[config.mk]
export PLATFORM = sky130hd
export DESIGN_NAME = dit_timer
export DESIGN_NICKNAME = d
export VERILOG_FILES = /design/src/core/dit_pkg.sv /design/src/core/dit_timer.sv
export VERILOG_INCLUDE_DIRS = /design/src /design/src/core
export SDC_FILE = /design/constraint.sdc
export NUM_CORES = 1
export LEC_CHECK = 0
export BUFFER_PORTS_ARGS = -buffer_cell sky130_fd_sc_hd__buf_2
export CORE_MARGIN = 2
export CORE_UTILIZATION = 30
export CTS_BUF_LIST = sky130_fd_sc_hd__clkbuf_4
export DETAILED_ROUTE_END_ITERATION = 10
export HOLD_SLACK_MARGIN = 0.02
export MAX_ROUTING_LAYER = met4
export PLACE_DENSITY = 0.54
export SLEW_MARGIN = 30
export SYNTH_ARGS = -nofsm -noshare
export SYNTH_HDL_FRONTEND = slang
export SYNTH_SLANG_ARGS = --single-unit
[constraint.sdc]
create_clock -name i_clk -period 2.03 [get_ports i_clk]
set_input_delay 0.406 -clock i_clk [delete_from_list [all_inputs] [get_ports i_clk]]
set_output_delay 0.406 -clock i_clk [all_outputs]
set_load 0.01 [all_outputs]
[src/core/dit_params.svh]
`ifndef DIT_PARAMS_SVH
`define DIT_PARAMS_SVH

// =====================================================================
// Register indices (byte address is four times the index)
`define DIT_IDX_A_CNT_LO 4'h4
`define DIT_IDX_A_CNT_HI 4'h5
`define DIT_IDX_A_LAT_LO 4'h6
`define DIT_IDX_A_LAT_HI 4'h7
`define DIT_IDX_B_LO 4'h8
`define DIT_IDX_B_CNT_HI 4'h9
`define DIT_IDX_AUX_CTRL 4'hb
`define DIT_IDX_IRQ_FLAG 4'hd
`define DIT_IDX_IRQ_EN 4'he

// =====================================================================
// Field positions and reset values
`define DIT_BIT_FLAG_A 6
`define DIT_BIT_FLAG_B 5
`define DIT_AUX_RESET 8'h00
`define DIT_EN_RESET 8'h00
`define DIT_CNT_RESET 16'h0000
`define DIT_CNT_ZERO 16'h0000
`define DIT_CNT_ONE 16'h0001
`define DIT_BYTE_ZERO 8'h00
`define DIT_WORD_ZERO 32'h0000_0000

`endif

[src/core/dit_pkg.sv]
package dit_pkg;

  // =====================================================================
  // Timer A behaviour, auxiliary control bits 7:6
  typedef enum logic [1:0] {
    DIT_A_ONESHOT = 2'b00,
    DIT_A_CONT = 2'b01,
    DIT_A_ONESHOT_PULSE = 2'b10,
    DIT_A_CONT_SQUARE = 2'b11
  } dit_amode_type;

  // =====================================================================
  // Auxiliary control register layout
  typedef struct packed {
    dit_amode_type a_mode;
    logic b_pulse_count;
    logic [2:0] shift_mode;
    logic [1:0] latch_en;
  } dit_aux_type;

  // =====================================================================
  // Wishbone request seen by the slave
  typedef struct packed {
    logic [3:0] idx;
    logic we;
    logic lane0;
    logic [7:0] data;
  } dit_req_type;

endpackage

[src/core/dit_timer.sv]
`timescale 1ns/1ps
`include "dit_params.svh"
// Operation
// - Write to timer A low counter stores byte in low latch only; moved on high write.
// - Reading timer A low counter returns counter low byte and clears timer A flag.
// - Writing timer A high counter loads high latch, counter from latches, starts, clears flag.
// - Reads of timer A high counter or high latch return counter high byte.
// - Write to timer A low latch acts as low counter write.
// - Reading timer A low latch returns latch low byte, flag unchanged.
// - Writing timer A high latch updates only that latch and clears timer A flag.
// - Control bits 7:6 pick one-shot or continuous, and wave pin use.
// - Control bit 5 picks timer B interval or pulse counting.
// - Control bits 4:2 store shifter mode for the serial shifter.
// - Timer A decrements from the clock after the high write, once per clock.
// - One-shot timer A flags once per load, on reaching zero.
// - One-shot with wave enabled: pin low after high write, high at zero.
// - Timer A flag clears on low counter read, high writes, or flag register write with bit 6 set.
// - Free-run at zero: set flag, toggle wave pin, reload 16-bit latch, continue.
// - Rewriting timer A high counter before zero restarts the full period.
// - Latch-only writes leave a running count alone; they set the next period.
// - Timer B is a 16-bit counter decrementing each clock in interval mode.
// - Timer B low write stores byte in low latch; counter untouched.
// - Timer B low read returns counter low byte and clears timer B flag.
// - Timer B high write loads high byte, low latch to low byte, clears flag.
// - Timer B high read returns counter high byte, no side effects.
// - Timer A zero sets flag bit 6; interrupt output low when enabled.
// - Interval timer B flags at zero, wraps to all ones, no reflag till reload.
// - Pulse mode: timer B decrements once per negative pulse held low at edge.
module dit_timer #(
  parameter int ADR_W = 8
) (
  input wire logic i_clk,
  input wire logic i_rst_n,
  input wire logic i_ce,
  input wire logic i_wb_cyc,
  input wire logic i_wb_stb,
  input wire logic i_wb_we,
  input wire logic [ADR_W-1:0] i_wb_adr,
  input wire logic [3:0] i_wb_sel,
  input wire logic [31:0] i_wb_dat,
  output logic [31:0] o_wb_dat,
  output logic o_wb_ack,
  input wire logic i_pulse_pin,
  output logic o_wave_pin,
  output logic o_wave_oe,
  output logic o_irq_n,
  output logic [2:0] o_shift_mode,
  output logic [1:0] o_port_latch_en
);
  import dit_pkg::*;

  // =====================================================================
  // Bus request decode
  dit_req_type req;
  logic req_v;
  logic [7:0] wdata;

  function automatic logic hit(input dit_req_type r, input logic [3:0] idx, input logic wr);
    hit = (r.idx == idx) && (r.we == wr) && (wr ? r.lane0 : 1'b1);
  endfunction

  assign req = '{idx: i_wb_adr[5:2], we: i_wb_we, lane0: i_wb_sel[0], data: i_wb_dat[7:0]};
  assign wdata = req.data;

  logic ack_q;
  logic take;
  // One wait state; read data latched while ack is still low
  assign take = i_ce && i_wb_cyc && i_wb_stb && (i_wb_adr[ADR_W-1:6] == '0);
  // Effects land on the edge that samples ack, so a dropped cycle changes nothing
  assign req_v = take && ack_q;

  logic wr_a_lo, wr_a_hi, wr_a_llo, wr_a_lhi, wr_b_lo, wr_b_hi, wr_aux, wr_flag, wr_en;
  logic rd_a_lo, rd_b_lo;
  assign wr_a_lo = req_v && hit(req, `DIT_IDX_A_CNT_LO, 1'b1);
  assign wr_a_hi = req_v && hit(req, `DIT_IDX_A_CNT_HI, 1'b1);
  assign wr_a_llo = req_v && hit(req, `DIT_IDX_A_LAT_LO, 1'b1);
  assign wr_a_lhi = req_v && hit(req, `DIT_IDX_A_LAT_HI, 1'b1);
  assign wr_b_lo = req_v && hit(req, `DIT_IDX_B_LO, 1'b1);
  assign wr_b_hi = req_v && hit(req, `DIT_IDX_B_CNT_HI, 1'b1);
  assign wr_aux = req_v && hit(req, `DIT_IDX_AUX_CTRL, 1'b1);
  assign wr_flag = req_v && hit(req, `DIT_IDX_IRQ_FLAG, 1'b1);
  assign wr_en = req_v && hit(req, `DIT_IDX_IRQ_EN, 1'b1);
  assign rd_a_lo = req_v && hit(req, `DIT_IDX_A_CNT_LO, 1'b0);
  assign rd_b_lo = req_v && hit(req, `DIT_IDX_B_LO, 1'b0);

  // =====================================================================
  // Control registers
  dit_aux_type aux_q;
  logic [7:0] irq_en_q;

  always_ff @(posedge i_clk or negedge i_rst_n) begin
    if (!i_rst_n) begin
      aux_q <= dit_aux_type'(`DIT_AUX_RESET);
    end else if (wr_aux) begin
      aux_q <= dit_aux_type'(wdata);
    end
  end

  always_ff @(posedge i_clk or negedge i_rst_n) begin
    if (!i_rst_n) begin
      irq_en_q <= `DIT_EN_RESET;
    end else if (wr_en) begin
      irq_en_q <= wdata;
    end
  end

  logic a_cont;
  logic wave_en;
  assign a_cont = aux_q.a_mode[0];
  assign wave_en = aux_q.a_mode[1];

  // =====================================================================
  // Timer A latches
  logic [7:0] a_lat_lo_q;
  logic [7:0] a_lat_hi_q;

  always_ff @(posedge i_clk or negedge i_rst_n) begin
    if (!i_rst_n) begin
      a_lat_lo_q <= `DIT_BYTE_ZERO;
    end else if (wr_a_lo || wr_a_llo) begin
      a_lat_lo_q <= wdata;
    end
  end

  always_ff @(posedge i_clk or negedge i_rst_n) begin
    if (!i_rst_n) begin
      a_lat_hi_q <= `DIT_BYTE_ZERO;
    end else if (wr_a_hi || wr_a_lhi) begin
      a_lat_hi_q <= wdata;
    end
  end

  // =====================================================================
  // Timer A counter
  logic [15:0] a_cnt_q;
  logic a_armed_q;
  logic a_zero;
  logic a_fire;
  assign a_zero = (a_cnt_q == `DIT_CNT_ZERO);
  // Continuous mode fires on every zero, one-shot only while armed
  assign a_fire = i_ce && !wr_a_hi && a_zero && (a_cont || a_armed_q);

  always_ff @(posedge i_clk or negedge i_rst_n) begin
    if (!i_rst_n) begin
      a_cnt_q <= `DIT_CNT_RESET;
    end else if (i_ce) begin
      if (wr_a_hi) begin
        a_cnt_q <= {wdata, a_lat_lo_q};
      end else if (a_zero && a_cont) begin
        a_cnt_q <= {a_lat_hi_q, a_lat_lo_q};
      end else begin
        a_cnt_q <= a_cnt_q - `DIT_CNT_ONE;
      end
    end
  end

  always_ff @(posedge i_clk or negedge i_rst_n) begin
    if (!i_rst_n) begin
      a_armed_q <= 1'b0;
    end else if (wr_a_hi) begin
      a_armed_q <= 1'b1;
    end else if (a_fire) begin
      a_armed_q <= 1'b0;
    end
  end

  // =====================================================================
  // Wave pin
  logic wave_q;

  always_ff @(posedge i_clk or negedge i_rst_n) begin
    if (!i_rst_n) begin
      wave_q <= 1'b1;
    end else if (i_ce) begin
      if (wr_a_hi) begin
        wave_q <= 1'b0;
      end else if (a_fire && a_cont) begin
        wave_q <= !wave_q;
      end else if (a_fire) begin
        wave_q <= 1'b1;
      end
    end
  end

  // =====================================================================
  // Timer B
  logic [7:0] b_lat_lo_q;
  logic [15:0] b_cnt_q;
  logic b_armed_q;
  logic pulse_prev_q;
  logic b_step;
  logic b_fire;

  always_ff @(posedge i_clk or negedge i_rst_n) begin
    if (!i_rst_n) begin
      pulse_prev_q <= 1'b1;
    end else if (i_ce) begin
      pulse_prev_q <= i_pulse_pin;
    end
  end

  // A pulse counts once, on the first edge that sees the pin low
  assign b_step = aux_q.b_pulse_count ? (pulse_prev_q && !i_pulse_pin) : 1'b1;
  assign b_fire = i_ce && !wr_b_hi && b_step && b_armed_q && (b_cnt_q == `DIT_CNT_ONE);

  always_ff @(posedge i_clk or negedge i_rst_n) begin
    if (!i_rst_n) begin
      b_lat_lo_q <= `DIT_BYTE_ZERO;
    end else if (wr_b_lo) begin
      b_lat_lo_q <= wdata;
    end
  end

  always_ff @(posedge i_clk or negedge i_rst_n) begin
    if (!i_rst_n) begin
      b_cnt_q <= `DIT_CNT_RESET;
    end else if (i_ce) begin
      if (wr_b_hi) begin
        b_cnt_q <= {wdata, b_lat_lo_q};
      end else if (b_step) begin
        b_cnt_q <= b_cnt_q - `DIT_CNT_ONE;
      end
    end
  end

  always_ff @(posedge i_clk or negedge i_rst_n) begin
    if (!i_rst_n) begin
      b_armed_q <= 1'b0;
    end else if (wr_b_hi) begin
      b_armed_q <= 1'b1;
    end else if (b_fire) begin
      b_armed_q <= 1'b0;
    end
  end

  // =====================================================================
  // Flags; a set in the same cycle as a clear wins
  logic flag_a_q;
  logic flag_b_q;
  logic clr_a;
  logic clr_b;
  assign clr_a = rd_a_lo || wr_a_hi || wr_a_lhi || (wr_flag && wdata[`DIT_BIT_FLAG_A]);
  assign clr_b = rd_b_lo || wr_b_hi || (wr_flag && wdata[`DIT_BIT_FLAG_B]);

  always_ff @(posedge i_clk or negedge i_rst_n) begin
    if (!i_rst_n) begin
      flag_a_q <= 1'b0;
    end else if (i_ce) begin
      flag_a_q <= a_fire || (flag_a_q && !clr_a);
    end
  end

  always_ff @(posedge i_clk or negedge i_rst_n) begin
    if (!i_rst_n) begin
      flag_b_q <= 1'b0;
    end else if (i_ce) begin
      flag_b_q <= b_fire || (flag_b_q && !clr_b);
    end
  end

  logic [7:0] flags;
  always_comb begin
    flags = `DIT_BYTE_ZERO;
    flags[`DIT_BIT_FLAG_A] = flag_a_q;
    flags[`DIT_BIT_FLAG_B] = flag_b_q;
  end

  // =====================================================================
  // Interrupt request pin, registered, from flags and enables
  logic irq_n_q;

  always_ff @(posedge i_clk or negedge i_rst_n) begin
    if (!i_rst_n) begin
      irq_n_q <= 1'b1;
    end else if (i_ce) begin
      irq_n_q <= !(|(flags & irq_en_q));
    end
  end

  // =====================================================================
  // Read data and acknowledge
  logic [7:0] rd_byte;
  logic [31:0] dat_q;

  always_comb begin
    rd_byte = `DIT_BYTE_ZERO;
    unique case (req.idx)
      `DIT_IDX_A_CNT_LO: rd_byte = a_cnt_q[7:0];
      `DIT_IDX_A_CNT_HI: rd_byte = a_cnt_q[15:8];
      `DIT_IDX_A_LAT_LO: rd_byte = a_lat_lo_q;
      `DIT_IDX_A_LAT_HI: rd_byte = a_cnt_q[15:8];
      `DIT_IDX_B_LO: rd_byte = b_cnt_q[7:0];
      `DIT_IDX_B_CNT_HI: rd_byte = b_cnt_q[15:8];
      `DIT_IDX_AUX_CTRL: rd_byte = aux_q;
      `DIT_IDX_IRQ_FLAG: rd_byte = flags;
      `DIT_IDX_IRQ_EN: rd_byte = irq_en_q;
      default: rd_byte = `DIT_BYTE_ZERO;
    endcase
  end

  always_ff @(posedge i_clk or negedge i_rst_n) begin
    if (!i_rst_n) begin
      ack_q <= 1'b0;
    end else if (i_ce) begin
      ack_q <= i_wb_cyc && i_wb_stb && !ack_q;
    end
  end

  always_ff @(posedge i_clk or negedge i_rst_n) begin
    if (!i_rst_n) begin
      dat_q <= `DIT_WORD_ZERO;
    end else if (i_ce && i_wb_cyc && i_wb_stb && !ack_q) begin
      // Unmapped or out-of-range addresses read as zero
      dat_q <= (take && !req.we) ? {24'h00_0000, rd_byte} : `DIT_WORD_ZERO;
    end
  end

  // =====================================================================
  // Outputs
  assign o_wb_ack = ack_q;
  assign o_wb_dat = dat_q;
  assign o_wave_pin = wave_q;
  assign o_wave_oe = wave_en;
  assign o_irq_n = irq_n_q;
  assign o_shift_mode = aux_q.shift_mode;
  assign o_port_latch_en = aux_q.latch_en;

endmodule // dit_timer

Word-level counts from Yosys, hierarchy flattened
Cells that the tools add are included.

storage, ports and cells
  register bits after elaboration = 112
  input bits = 51
  output and inout port bits = 41
  word-level logic and storage cells = 129

cells by class
  $add $sub $neg = 2
  eq/ne operators = 10
  multiplexer cells = 14
  bitwise operators = 2
  reduce and logical (&&, ||, !) cells = 82

operator list
  cell                                                                   count
  16-bit two-way mux                                                     4
  8-bit case mux with 8 select lines                                     1
  1-bit logical AND                                                      53
  16-bit by 1-bit subtractor with 16-bit output (second input constant)  2
  4-bit == test (second input constant)                                  5
  16-bit by 1-bit == test with 1-bit output (second input constant)      1
  4-bit by 3-bit == test with 1-bit output (second input constant)       4
  16-bit zero test                                                       1
  1-bit logical OR                                                       10
  1-bit zero test                                                        9
  7-bit by 8-bit AND with 8-bit output                                   1
  1-bit two-way mux                                                      8
  8-bit two-way mux                                                      1
  8-bit OR reduction                                                     1
  2-bit nonzero test                                                     3
  2-bit AND reduction                                                    2
  3-bit nonzero test                                                     1
  2-bit zero test                                                        1
  2-bit OR reduction                                                     1
  1-bit NOT                                                              1

Depth between registers and ports, before layout
  depth after elaboration = 12
  gate-level depth with buffers = 8
  depth with buffers taken out = 7

Worst setup path before layout
OpenSTA, ideal clock, no wires.

  path kind = input -> register
  start point = input i_wb_adr[5]
  end point = register b_cnt_q[12]
  setup time = 0.129 ns
  data arrival time = 1.840 ns
  required time = 1.901 ns
  slack = 0.061 ns
  stages = 8
  path buffers = 3
  path through = buf_2 and4bb_1 buf_4 or3b_1 a31o_2 buf_6 o21ai_0 o21ai_0

between the ends
  word-level cells in the longest chain between the ends = 6
  elaborated cells on any way between the ends = 7
  classes of those cells = eq/ne: 1; mux: 1; reduce/logical: 5

RTL lines
  what                                  RTL line          source
  start: declaration                    dit_timer.sv:38   input wire logic [ADR_W-1:0] i_wb_adr,
  4-bit == test (*)                     dit_timer.sv:59   hit = (r.idx == idx) && (r.we == wr) && (wr ? r.lane0 : 1'b1);
  1-bit logical AND (*) (2 in series)   dit_timer.sv:59
  1-bit logical AND (*)                 dit_timer.sv:79   assign wr_b_hi = req_v && hit(req, `DIT_IDX_B_CNT_HI, 1'b1);
  2-bit nonzero test (no source line)   --
  2-bit AND reduction (no source line)  --
  end signal: assignment                dit_timer.sv:216  b_cnt_q <= `DIT_CNT_RESET;
  end signal: assignment                dit_timer.sv:219  b_cnt_q <= {wdata, b_lat_lo_q};
  end signal: assignment                dit_timer.sv:221  b_cnt_q <= b_cnt_q - `DIT_CNT_ONE;
  end: declaration                      dit_timer.sv:188  logic [15:0] b_cnt_q;

Mark *: on every way between the ends. The rest lies on a longest branch, timed or not.
A chain may end at the register's enable or synchronous reset.

Worst setup path in the final report
  start point = register a_cnt_q[0]
  end point = register a_cnt_q[8]

between the ends
  word-level cells in the longest chain between the ends = 4
  elaborated cells on any way between the ends = 5
  classes of those cells = add/sub: 1; mux: 2; reduce/logical: 2

RTL lines
  what                                                                                   RTL line          source
  start: declaration                                                                     dit_timer.sv:135  logic [15:0] a_cnt_q;
  start signal: assignment                                                               dit_timer.sv:145  a_cnt_q <= `DIT_CNT_RESET;
  start signal: assignment                                                               dit_timer.sv:148  a_cnt_q <= {wdata, a_lat_lo_q};
  start signal: assignment                                                               dit_timer.sv:150  a_cnt_q <= {a_lat_hi_q, a_lat_lo_q};
  branches (longest 2 deep; another with 16-bit by 1-bit subtractor with 16-bit output)  --
  16-bit two-way mux (*)                                                                 dit_timer.sv:149  end else if (a_zero && a_cont) begin
  16-bit two-way mux (*)                                                                 dit_timer.sv:147  if (wr_a_hi) begin

Mark *: on every way between the ends.

==> impl_metrics.csv <==
group,metric,value,unit
outcome,status,"complete, no violations",
hold_path,min_from,"i_pulse_pin",
synth,synth_area_leader_cell,"dfrtp_1",
pwr,switching_share,36.3,%
floorplan,die_h,135,µm
critical_path,timing.rr.start,"a_cnt_q[0]$_DFFE_PN0P_",
pwr,p_comb_share,27.9,%
synth,yosysWarningCount,0,
cells_and_area,drive_above_1_share,30.8,%
routing,wirelength,15.3,mm
pwr,p_int,2.92,mW
sta,hold-worst-slack,0.194,ns
critical_path,end_kind,"flop",
floorplan,die_w,135,µm
cells_and_area,nets,664,
hold_path,whs_path_depth,2,
routing,drc_errors,0,
pwr,power_frac_clock,22.4,%
routing,wl_per_cell,18.2,µm
clock_tree,cts_root_buf,"clkbuf_4",
placed_design,dpl.cell_count,821,
placed_design,dp_slack,-0.197,ns
synth,synth_area,5180,µm²
clock_tree,cts_max_level,3,
synth,avgSynthCellArea,9.86,µm²
pwr,vdd_drop_max,0.000386,V
synth,synth.most_common_cell,"dfrtp_1",
routing,dr.pass1.iters,5,
clock_tree,clock_latency,0.48,ns
sta,rsz0062_at_grt,"true",
pwr,pwr-share-seq,49.7,%
run,drv_cap,0,
floorplan,rows,48,
clock_tree,clk_pin_slew_worst_paths,0.13,ns
global_route,gr-total-overflow,0,
cells_and_area,utilization,36.2,%
hold_path,hold_class,"in -> reg",
critical_path,path_buf_inv,1,
critical_path,critPathSlowestCell,"or4b_4",
global_route,grt_pass1_wl,24.4,mm
critical_path,cp_slowest_stage_delay,0.51,ns
critical_path,reg2reg_slack,0.09,ns
clock_tree,cts_tree,"built",
synth,synth_cell_types,70,
cells_and_area,syn2layout_area_growth,19.5,%
synth,synth.area.top_cells,"dfrtp_1 (41%), mux2_2 (8.7%), buf_4 (4.3%)",
sta,final-hold-violation-count,0,
placed_design,place_congestion,0.872,
critical_path,critPathTopFamily,"simple AND/OR/NAND/NOR gates",
global_route,grt_antenna_before_repair,1,
sta,setup_ws,0.0863,ns
critical_path,worst-setup-path-type,"reg -> reg",
cells_and_area,stdcell_count,840,
synth,synth_edf_count,0,
global_route,grt_pass1_vias,4211,
synth,synth_ff_type,"dfrtp_1",
cells_and_area,fin_area,6200,µm²
routing,vias,4452,
sta,fin_crit_sh,95.7,%
routing,via_per_inst,5.30,
critical_path,critPathRequiredTime,2.39,ns
critical_path,crit_fanout,4,
synth,synthArstFlopShare,100,%
placed_design,post_dp_cell_area,5970,µm²
sta,setup_viol_count_final,0,
sta,slew_violations,0,
floorplan,io_pins,92,
routing,ant_nets,0,
sta,worst_slew_pin_slew,0.517,ns
synth,synth_top_area_share,41.0,%
routing,drt_iter0_markers,327,
pwr,leakage,2.86,nW
critical_path,ff2ff_path_depth,7,
critical_path,start_kind,"flop",
critical_path,timing.rr.end,"a_cnt_q[8]$_DFFE_PN0P_",
sta,slew_headroom,65.2,%
synth,yosys-top-cells-count,"dfrtp_1 (85), mux2_2 (40), o21ai_0 (35), nand2_1 (34), nor2_1 (32)",
synth,ys_seq_area_share,42.5,%
critical_path,cp.arrival,2.31,ns
sta,max_freq,514,MHz
hold_path,holdPathEnd,"pulse_prev_q$_DFFE_PN1P_",
sta,fin_worst_skew,0.0197,ns
pwr,p_switching,1.66,mW
pwr,p_per_area,740,nW/µm²
synth,ys_seq_elements,88,
floorplan,start_util,30.3,%
synth,synthCells,526,
global_route,grt_max_degree,40,
critical_path,cp_cell_sequence,"inv_1, ha_1, or4b_4, nor2_1, xnor2_1, a211oi_1, a211o_1",
placed_design,dp_hpwl,11.4,mm
clock_tree,cts_buffers,9,
floorplan,die_area,18400,µm²
sta,finalCriticalPeriod,1.94,ns
global_route,grt_util_all_layers,18.2,%
placed_design,port-buffer-count,38,
floorplan,core,17100,µm²
clock_tree,clk_path_buf_depth,2,
clock_tree,cts_sinks,88,
stage by stage:
stage                     total power, mW  TNS, ns
after detailed placement             3.53    -4.99
after global placement               3.49    -2.61
after CTS                            4.56        0
final                                4.59        0
after floorplan                      2.94        0
after global routing                 4.88  -0.0690
routing by layer:
layer | global-route usage [%] | part of all wire (%) | up-vias
li1 | - | - | 2083
met1 | 25.4 | 49 | 2218
met2 | 27.2 | 46 | 130
met3 | 2.13 | 3.9 | 21
met4 | 6.48 | 1.9 | 0
met5 | - | 0 | -
cell usage in the layout (no fill, tap or decap), types with 7 or more instances in the layout:
cell type  synthesis  final
nor3_1            13     12
nand3_1           11     11
nor4_1            11     10
nand4_1           10     10
a22oi_1           12     12
o21ai_0           35     35
inv_1             12     12
nand2_1           34     34
mux2i_1           14     14
nor2_1            32     31
mux2_2            40     40
a21oi_1           25     25
a31oi_1            7      7
dfrtp_1           85     85
buf_4             30     63
buf_2             10     37
conb_1             1     24
a22o_1            12     12
clkbuf_4           0      9
flip-flops by register name, indices dropped and copies added, names as in the netlist, 2 cells and up:
signal / flops
a_cnt_q: 16
a_lat_hi_q: 8
a_lat_lo_q: 8
b_cnt_q: 16
b_lat_lo_q: 8
irq_en_q: 8
o_port_latch_en: 2
o_shift_mode: 3
o_wb_dat: 8
kinds of logic (layout without fill, tap and decap cells):
| group | after synthesis | after routing | synth area share (%) |
|---|---|---|---|
| mux | 54 | 54 | 11.4 |
| other cells | 1 | 25 | 0.0723 |
| flops | 88 | 88 | 42.5 |
| xor+xnor | 6 | 6 | 1.01 |
| buf+inv | 70 | 135 | 7.77 |
| compound gates | 136 | 136 | 17.9 |
| fa+ha+maj | 4 | 4 | 0.965 |
| simple gates | 167 | 167 | 18.4 |
timing repair:
| action | CTS | global route |
|---|---|---|
| hold buffers | 1 | 0 |
| endpoints found under the hold margin | 19 | 0 |
| endpoints found under the setup margin | 4 | 24 |
| gates resized for setup | 1 | 10 |
| buffers inserted | 0 | 1 |
area by class of cell:
type,count,area [µm²]
multi-input combinational,391,2730
fill,1746,10900
inverter,12,45.0
clock buffer,9,67.6
timing repair buffer,107,788
tap,225,282
sequential,88,2210
clock inverter,7,72.6
antenna,1,2.50
power groups by stage:
stage	registers, mW	clock network, mW	logic, mW
2_1_floorplan	2.21	0	0.727
3_3_place_gp	2.30	0	1.19
3_5_place_dp	2.30	0	1.23
4_1_cts	2.27	1.06	1.24
5_1_grt	2.32	1.14	1.41
6_report	2.28	1.03	1.28
worst max path at each step:
stage / end / startpoint / depth (start not counted) / slack (ns)
finish: a_cnt_q[8]$_DFFE_PN0P_ / a_cnt_q[0]$_DFFE_PN0P_ / 7 / 0.09
global route: a_cnt_q[13]$_DFFE_PN0P_ / a_cnt_q[0]$_DFFE_PN0P_ / 9 / -0.03
CTS: a_cnt_q[8]$_DFFE_PN0P_ / a_cnt_q[0]$_DFFE_PN0P_ / 7 / 0.02
detailed placement: a_cnt_q[8]$_DFFE_PN0P_ / i_wb_adr[6] / 6 / -0.20
global placement: a_cnt_q[14]$_DFFE_PN0P_ / i_wb_adr[6] / 7 / -0.14
floorplan: b_cnt_q[12]$_DFFE_PN0P_ / i_wb_adr[5] / 8 / 0.06
Note: power is estimated with default switching activity, not from simulation.
